`config.mk`:
```
export PLATFORM = sky130hd
export DESIGN_NAME = qdpc_top
export DESIGN_NICKNAME = d
export VERILOG_FILES = /design/src/qdpc_pkg.sv /design/src/qdpc_shifter.sv /design/src/qdpc_top.sv
export SDC_FILE = /design/constraint.sdc
export NUM_CORES = 1
export LEC_CHECK = 0
export ABC_CLOCK_PERIOD_IN_PS = 3830
export BUFFER_PORTS_ARGS = -buffer_cell sky130_fd_sc_hd__buf_2
export CORE_UTILIZATION = 55
export DETAILED_ROUTE_END_ITERATION = 7
export PLACE_DENSITY = 0.8
export SYNTH_ARGS = -nofsm -noshare
export SYNTH_HDL_FRONTEND = slang
export SYNTH_SLANG_ARGS = --single-unit
```
`constraint.sdc`:
```
create_clock -name clk -period 3.83 [get_ports clk]
set_input_delay 0.1915 -clock clk [delete_from_list [all_inputs] [get_ports clk]]
set_output_delay 0.1915 -clock clk [all_outputs]
set_load 0.02 [all_outputs]
```
`src/qdpc_pkg.sv`:
```
`default_nettype none
// Shared constants and carriers for the quad converter pin-control block
package qdpc_pkg;
  // Channel geometry
  localparam int CHANNELS   = 4;                 // Converter channels
  localparam int GROUP_SIZE = 2;                 // Channels per polarity group
  localparam int CODE_W     = 14;                // Channel code width
  localparam int CAL_W      = 8;                 // Calibration register width
  localparam int GPIO_W     = 2;                 // General-purpose pins

  // Serial frame layout
  localparam int FRAME_W    = 24;                // Bits per frame
  localparam int COUNT_W    = 5;                 // Bit counter width
  localparam int READ_BIT   = 23;                // Frame asks for readback
  localparam int ADDR_MSB   = 19;                // Address field top
  localparam int ADDR_LSB   = 16;                // Address field bottom
  localparam int ADDR_W     = 4;                 // Address field width
  localparam int CH_SEL_W   = 2;                 // Channel index inside a bank

  // Address map of the serial port
  localparam logic [ADDR_W-1:0] ADDR_GPIO = 4'h1; // Pin drive and pin levels
  localparam logic [1:0]        BANK_DATA = 2'h1; // 0x4..0x7 channel codes
  localparam logic [1:0]        BANK_ZERO = 2'h2; // 0x8..0xb zero calibration
  localparam logic [1:0]        BANK_GAIN = 2'h3; // 0xc..0xf gain calibration

  // Reset values
  localparam logic [CODE_W-1:0]  CODE_RST  = 14'h0000; // Zero scale unipolar, mid-scale bipolar
  localparam logic [CAL_W-1:0]   ZERO_RST  = 8'h00;    // Zero calibration default
  localparam logic [CAL_W-1:0]   GAIN_RST  = 8'h00;    // Gain calibration default
  localparam logic [GPIO_W-1:0]  GPIO_RST  = 2'h0;     // Pins released
  localparam logic [FRAME_W-1:0] REPLY_RST = 24'h000000;

  // Serial pins from the host
  typedef struct packed {
    logic cs_n;                                  // Chip select, active low
    logic sclk;                                  // Serial bit clock
    logic sdi;                                   // Serial data in
  } qdpc_spi_s;

  // One channel's converted output
  typedef struct packed {
    logic              unipolar;                 // Channel runs unipolar
    logic [CODE_W-1:0] level;                    // Straight-binary output level
  } qdpc_chan_s;
endpackage
`default_nettype wire

```
`src/qdpc_shifter.sv`:
```
`default_nettype none
// Serial shift register framed by chip select
module qdpc_shifter
  import qdpc_pkg::*;
(
  input  wire logic                clk,
  input  wire logic                reset,
  input  wire qdpc_pkg::qdpc_spi_s spi,
  input  wire logic [FRAME_W-1:0]  reply,
  output logic                     frame_valid,
  output logic [FRAME_W-1:0]       frame,
  output logic                     sdo,
  output logic                     sdo_oe
);
  logic               sclk_q;                    // Previous serial clock level
  logic               cs_q;                      // Previous chip select level
  logic [FRAME_W-1:0] shift;                     // Shift register
  logic [COUNT_W-1:0] count;                     // Bits taken this frame
  logic               next_sclk_q;
  logic               next_cs_q;
  logic [FRAME_W-1:0] next_shift;
  logic [COUNT_W-1:0] next_count;
  logic               next_frame_valid;
  logic [FRAME_W-1:0] next_frame;
  logic               next_sdo;
  logic               next_sdo_oe;
  logic               rise;                      // Qualified rising clock edge
  logic               fall;                      // Qualified falling clock edge

  // Edges count only while selected
  always_comb
  begin
    rise = ~spi.cs_n & spi.sclk & ~sclk_q;
    fall = ~spi.cs_n & ~spi.sclk & sclk_q;
    next_sclk_q      = spi.sclk;
    next_cs_q        = spi.cs_n;
    next_shift       = shift;
    next_count       = count;
    next_frame_valid = 1'b0;
    next_frame       = frame;
    next_sdo         = sdo;
    next_sdo_oe      = ~spi.cs_n;
    if (cs_q && !spi.cs_n)
    begin
      // Frame opens: preload the readback word
      next_shift = reply;
      next_count = '0;
      next_sdo   = reply[FRAME_W-1];
    end
    else if (rise)
    begin
      // Take one bit, counter saturates
      next_shift = {shift[FRAME_W-2:0], spi.sdi};
      if (count != '1)
      begin
        next_count = count + 1'b1;
      end
    end
    if (fall)
    begin
      // Present the next bit on the falling edge
      next_sdo = shift[FRAME_W-1];
    end
    if (!cs_q && spi.cs_n && count == COUNT_W'(FRAME_W))
    begin
      // Only complete frames are acted on
      next_frame_valid = 1'b1;
      next_frame       = shift;
    end
  end

  // Register stage
  always_ff @(posedge clk)
  begin
    if (reset)
    begin
      sclk_q      <= 1'b0;
      cs_q        <= 1'b1;
      shift       <= '0;
      count       <= '0;
      frame_valid <= 1'b0;
      frame       <= '0;
      sdo         <= 1'b0;
      sdo_oe      <= 1'b0;
    end
    else
    begin
      sclk_q      <= next_sclk_q;
      cs_q        <= next_cs_q;
      shift       <= next_shift;
      count       <= next_count;
      frame_valid <= next_frame_valid;
      frame       <= next_frame;
      sdo         <= next_sdo;
      sdo_oe      <= next_sdo_oe;
    end
  end
endmodule
`default_nettype wire

```
`src/qdpc_top.sv`:
```
// How it works
// - Serial clock ignored unless chip select low
// - Serial output released while chip select high
// - Load strobe low makes latches follow inputs
// - Output level changes with its latch
// - Reset pin restores inputs and latches to code zero in both polarities
// - Reset pin restores gain and zero registers
// - General pins only pull low or release
// - Group A select high unipolar, low bipolar
// - Unipolar straight binary, bipolar two's complement
`default_nettype none
module qdpc_top
  import qdpc_pkg::*;
#(
  parameter logic GROUP_B_UNIPOLAR = 1'b0        // Mode of channels two and three
)
(
  input  wire logic                     clk,
  input  wire logic                     reset,
  input  wire qdpc_pkg::qdpc_spi_s      spi,
  output logic                          sdo,
  output logic                          sdo_oe,
  input  wire logic                     latch_load_strobe_n,
  input  wire logic                     device_reset_n,
  input  wire logic                     group_a_polarity_select,
  input  wire logic [GPIO_W-1:0]        gpio_in,
  output logic      [GPIO_W-1:0]        gpio_out,
  output logic      [GPIO_W-1:0]        gpio_oe,
  output qdpc_pkg::qdpc_chan_s          chan [CHANNELS]
);
  import qdpc_pkg::*;

  logic               frame_valid;               // Complete frame pulse
  logic [FRAME_W-1:0] frame;                     // Captured frame
  logic [FRAME_W-1:0] reply;                     // Word shifted out next frame
  logic [FRAME_W-1:0] next_reply;
  logic [ADDR_W-1:0]  addr;                      // Frame address
  logic               is_write;                  // Frame writes a register
  logic [CODE_W-1:0]  wdata;                     // Frame payload
  logic [GPIO_W-1:0]  drive_low;                 // Pins pulled low
  logic [GPIO_W-1:0]  next_drive_low;

  // Per-channel storage
  logic [CODE_W-1:0]  in_reg   [CHANNELS];       // Input data registers
  logic [CODE_W-1:0]  latch    [CHANNELS];       // Output latches
  logic [CAL_W-1:0]   zero_cal [CHANNELS];       // Zero calibration
  logic [CAL_W-1:0]   gain_cal [CHANNELS];       // Gain calibration
  logic [CODE_W-1:0]  next_in_reg   [CHANNELS];
  logic [CODE_W-1:0]  next_latch    [CHANNELS];
  logic [CAL_W-1:0]   next_zero_cal [CHANNELS];
  logic [CAL_W-1:0]   next_gain_cal [CHANNELS];
  qdpc_chan_s         next_chan     [CHANNELS];

  // Serial framing and readback shifter
  qdpc_shifter u_shifter
  (
    .clk         (clk),
    .reset       (reset),
    .spi         (spi),
    .reply       (reply),
    .frame_valid (frame_valid),
    .frame       (frame),
    .sdo         (sdo),
    .sdo_oe      (sdo_oe)
  );

  // Frame field decode
  // The fields matter only while frame_valid pulses; the shifter holds the
  // last whole frame, so the decode never sees a half-shifted word
  always_comb
  begin
    addr     = frame[ADDR_MSB:ADDR_LSB];
    is_write = frame_valid & ~frame[READ_BIT];
    wdata    = frame[CODE_W-1:0];
  end

  // Per-channel next values
  // Priority, lowest first: serial write, load strobe, reset pin. The strobe
  // passes the post-write input value, so a write under a held-low strobe
  // reaches the output on the same edge as the input register.
  for (genvar i = 0; i < CHANNELS; i++)
  begin : g_chan
    logic hit;                                   // Frame addresses this channel
    logic uni;                                   // Channel mode
    always_comb
    begin
      hit = is_write && addr[CH_SEL_W-1:0] == CH_SEL_W'(i);
      if (i < GROUP_SIZE)
      begin
        uni = group_a_polarity_select;
      end
      else
      begin
        uni = GROUP_B_UNIPOLAR;
      end
      next_in_reg[i]   = in_reg[i];
      next_zero_cal[i] = zero_cal[i];
      next_gain_cal[i] = gain_cal[i];
      next_latch[i]    = latch[i];
      if (hit && addr[ADDR_W-1 -: 2] == BANK_DATA)
      begin
        next_in_reg[i] = wdata;
      end
      if (hit && addr[ADDR_W-1 -: 2] == BANK_ZERO)
      begin
        next_zero_cal[i] = wdata[CAL_W-1:0];
      end
      if (hit && addr[ADDR_W-1 -: 2] == BANK_GAIN)
      begin
        next_gain_cal[i] = wdata[CAL_W-1:0];
      end
      if (!latch_load_strobe_n)
      begin
        // Transparent latch passes the input register
        next_latch[i] = next_in_reg[i];
      end
      if (!device_reset_n)
      begin
        // Reset pin wins over any write or load
        next_in_reg[i]   = CODE_RST;
        next_latch[i]    = CODE_RST;
        next_zero_cal[i] = ZERO_RST;
        next_gain_cal[i] = GAIN_RST;
      end
      // Output level derived from the new latch value in the same cycle
      next_chan[i].unipolar = uni;
      if (uni)
      begin
        next_chan[i].level = next_latch[i];
      end
      else
      begin
        // Two's complement to offset binary
        next_chan[i].level = {~next_latch[i][CODE_W-1], next_latch[i][CODE_W-2:0]};
      end
    end

    // Channel register stage
    // The level register loads on the same edge as the latch, so the output
    // never lags its latch by a separate update step
    always_ff @(posedge clk)
    begin
      if (reset)
      begin
        in_reg[i]   <= CODE_RST;
        latch[i]    <= CODE_RST;
        zero_cal[i] <= ZERO_RST;
        gain_cal[i] <= GAIN_RST;
        chan[i]     <= '0;
      end
      else
      begin
        in_reg[i]   <= next_in_reg[i];
        latch[i]    <= next_latch[i];
        zero_cal[i] <= next_zero_cal[i];
        gain_cal[i] <= next_gain_cal[i];
        chan[i]     <= next_chan[i];
      end
    end
  end

  // Pin control and readback selection
  // A read frame parks its answer in reply, which the shifter loads when
  // chip select next falls
  always_comb
  begin
    next_drive_low = drive_low;
    next_reply     = reply;
    if (is_write && addr == ADDR_GPIO)
    begin
      next_drive_low = frame[GPIO_W-1:0];
    end
    if (frame_valid && frame[READ_BIT])
    begin
      // Readback word carries the address and the selected value
      next_reply = '0;
      next_reply[ADDR_MSB:ADDR_LSB] = addr;
      unique case (addr[ADDR_W-1 -: 2])
        BANK_DATA:
        begin
          next_reply[CODE_W-1:0] = in_reg[addr[CH_SEL_W-1:0]];
        end
        BANK_ZERO:
        begin
          next_reply[CAL_W-1:0] = zero_cal[addr[CH_SEL_W-1:0]];
        end
        BANK_GAIN:
        begin
          next_reply[CAL_W-1:0] = gain_cal[addr[CH_SEL_W-1:0]];
        end
        default:
        begin
          // Low bank: pin state, other addresses read zero
          if (addr == ADDR_GPIO)
          begin
            next_reply[2*GPIO_W-1:0] = {gpio_in, drive_low};
          end
        end
      endcase
    end
  end

  // Pin control register stage
  // The pin data is tied low: an open-drain pin may only sink or let go,
  // and the enable comes from a flip-flop so the pin never glitches
  always_ff @(posedge clk)
  begin
    if (reset)
    begin
      drive_low <= GPIO_RST;
      reply     <= REPLY_RST;
      gpio_out  <= '0;
      gpio_oe   <= '0;
    end
    else
    begin
      drive_low <= next_drive_low;
      reply     <= next_reply;
      gpio_out  <= '0;
      gpio_oe   <= next_drive_low;
    end
  end
endmodule
`default_nettype wire

```
==> metrics <==
outcome complete, no violations; Detailed Route Iter0 Violations 794; Slew headroom a little under a third; GRT Residual Overflow 0; Fin Clk Skew 0.01327 ns; Final Power 0.005588 W; Hold Crit Start spi[2]; wire per inst 19.80 µm; CP arrival 2.82 ns; I/O pin count between 70 and 80; Core Area 18830 µm²; Max IR drop VDD 0.3432 mV; final hold vios 0; Lkg Pwr 4.628 nW; Post-Synthesis Cells around 1000; fin nets 1003; Startpoint Class flip-flop; Mean Syn Cell Area between 10 and 15 µm²; Register Area 5766 µm²; Final min period 2.450 ns; critical path peak fanout 17; Synth async-reset ratio 0%; Final GP Congestion around 0.89; CTS clk-pin slew, worst paths 0.07 ns; post-synthesis cell type count 50; CTS Hold Bufs 3; class of the most critical setup path reg -> reg; Hold Crit Endpoint u_shifter.cs_q; R2R setup slack ~1.4 ns; max_cap viols 0; Routed Wire Length 25110 µm; clock buffer count from CTS 25; Worst-Margin Slew ~1.0 ns; CTS root buf clkbuf_16; critical path endpoint category flip-flop; Synth Flop Type dfxtp_1; R2R cell count 5; Finish-stage setup viols 0; WP data required 4.20 ns; Syn Std Cell Area 10610 µm²; TritonRoute pass-1 iters 5; post-synth top area share 36.24%; Post-synth EDFFs 64; Initial Util 56.33%; global-route wire length before repair 38160 µm; Routed Antenna Nets 0; sequential area share after synthesis 54.36%; switching portion of total power 21.63%; clock tree sinks ~260; total track usage roughly a quarter; clock share of power 44.2%; highest clock rate 408.2 MHz; Gates resized, CTS repair 0; IO Port Bufs 71; # DRC 0; largest net degree at the start of global routing approximately 70; CTS HTree Levels 1; Area Overhead vs Synth 8.635%; # diodes 0; share of post-route cells with drive strength above 1 17.16%; DP Wirelength approximately 17000 µm; Final Cycle Share between 60% and 70%; FF-to-FF End reply[6]; worst-skew pair later-pin latency 0.52 ns; CTS max path bufs 3; PwrDens a little under 500 nW/µm²; DIE WIDTH 140.9 µm; #FFs+latches synth approximately 260; area of the multi-input gates 4091 µm²; Vias/cell ~5.9; number of global-route vias before repair ~6800; Synth top cells by count nor2_1, dfxtp_1, nand2_1, mux2i_1, edfxtp_1; total die area between 15000 and 20000 µm²; initial antenna violation count 1; setup bufs post-CTS 0; Max Transition Viols Final 0; synth warn 0; number of flip-flops in the largest register 57; Flop pwr share 51.5%; Hold Path Class in -> reg; via count 7486; row cnt 50; Filler Cells Inserted approximately 1500; combinational power share 4.3%; count leader, synth nor2_1; Hold Path Depth 2; Internal about 0.0044 W; RSZ-0062 raised after global routing no; leading area contributor after synthesis dfxtp_1; Synth area leaders dfxtp_1, edfxtp_1, nor2_1; P_sw 0.001209 W; sum of negative setup slack 0 ns; CTS tree built; chip height 140.9 µm
==> routing by layer <==
| layer | part of all wire [%] | global-route usage [%] | vias to the layer above | routed length, µm |
|---|---|---|---|---|
| met5 | 0.044 | 0 | - | 11 |
| met4 | 3.2 | 9.153 | 2 | 804 |
| met3 | 10 | 5.978 | 67 | 2501 |
| met2 | 45 | 39.46 | 404 | 11310 |
| met1 | 42 | 34.46 | 3588 | 10480 |
| li1 | - | - | 3425 | - |
==> critical path, stage by stage, from the launching register on <==
cell	delay (ns)
dfxtp_1	0.99
buf_4	0.38
mux4_2	0.35
mux2_2	0.30
a22oi_1	0.19
a211oi_1	0.09
==> layout by cell type, fill, tap and decap left out, types with 11 or more instances in the layout <==
cell type / instances
nor2_1: 204
dfxtp_1: 192
nand2_1: 80
mux2i_1: 75
buf_2: 71
edfxtp_1: 64
a21oi_1: 49
o21ai_0: 34
a211oi_1: 30
clkbuf_16: 28
mux4_2: 27
a311oi_1: 18
buf_4: 13
a22oi_1: 11
==> stage by stage <==
step	utilization, %	setup WS, ns	cell area (µm²)	hold WS [ns]	instances
floorplan	-	2.087	10620	0.3084	1000
global placement	56.60	1.489	10660	0.4400	1220
detailed placement	56.60	1.389	10660	0.4469	1220
CTS	61.19	1.365	11520	0.004755	1268
global route	61.19	1.195	11520	0.03212	1268
finish	61.19	1.380	11520	0.01939	1268
==> power by group through the flow <==
stage,Clock (W),Sequential (W),Combinational [W]
after detailed placement,0,0.00293,0.000236
after floorplan,0,0.00292,0.000194
after global routing,0.00257,0.00288,0.000261
after global placement,0,0.00293,0.000230
final,0.00247,0.00288,0.000241
after CTS,0.00248,0.00287,0.000239
==> final cells by class <==
| cell class | count | share of cell area [%] |
|---|---|---|
| inverters | 6 | 0.1955 |
| well taps | 260 | 2.823 |
| flip-flops and latches | 256 | 50.04 |
| repair buffers | 87 | 4.192 |
| clock inverters | 5 | 0.4235 |
| multi-input cells | 614 | 35.51 |
| clock buffers | 40 | 6.819 |
==> cells by family (layout without fill, tap and decap cells) <==
group           Yosys count  after routing  synth area share (%)
simple gates            328            328                 13.35
fa+ha+maj                 3              3                0.3539
xor+xnor                  3              3                0.2478
mux                     113            113                 14.40
compound gates          163            163                 9.933
other cells               1              4               0.03536
buf+inv                 130            138                 7.314
flops                   256            256                 54.36
==> worst max path at each step <==
stage / startpoint / endpoint / slack, ns / cells after the start
after global placement: flip-flop / reply[5] / 1.49 / 4
after floorplan: u_shifter.count[0] / u_shifter.count[3] / 2.09 / 7
after detailed placement: flip-flop / reply[6] / 1.39 / 5
after CTS: flip-flop / reply[6] / 1.36 / 5
final: flip-flop / reply[6] / 1.38 / 5
after global routing: flip-flop / reply[6] / 1.19 / 5
Power figures use the tool's default switching activity.
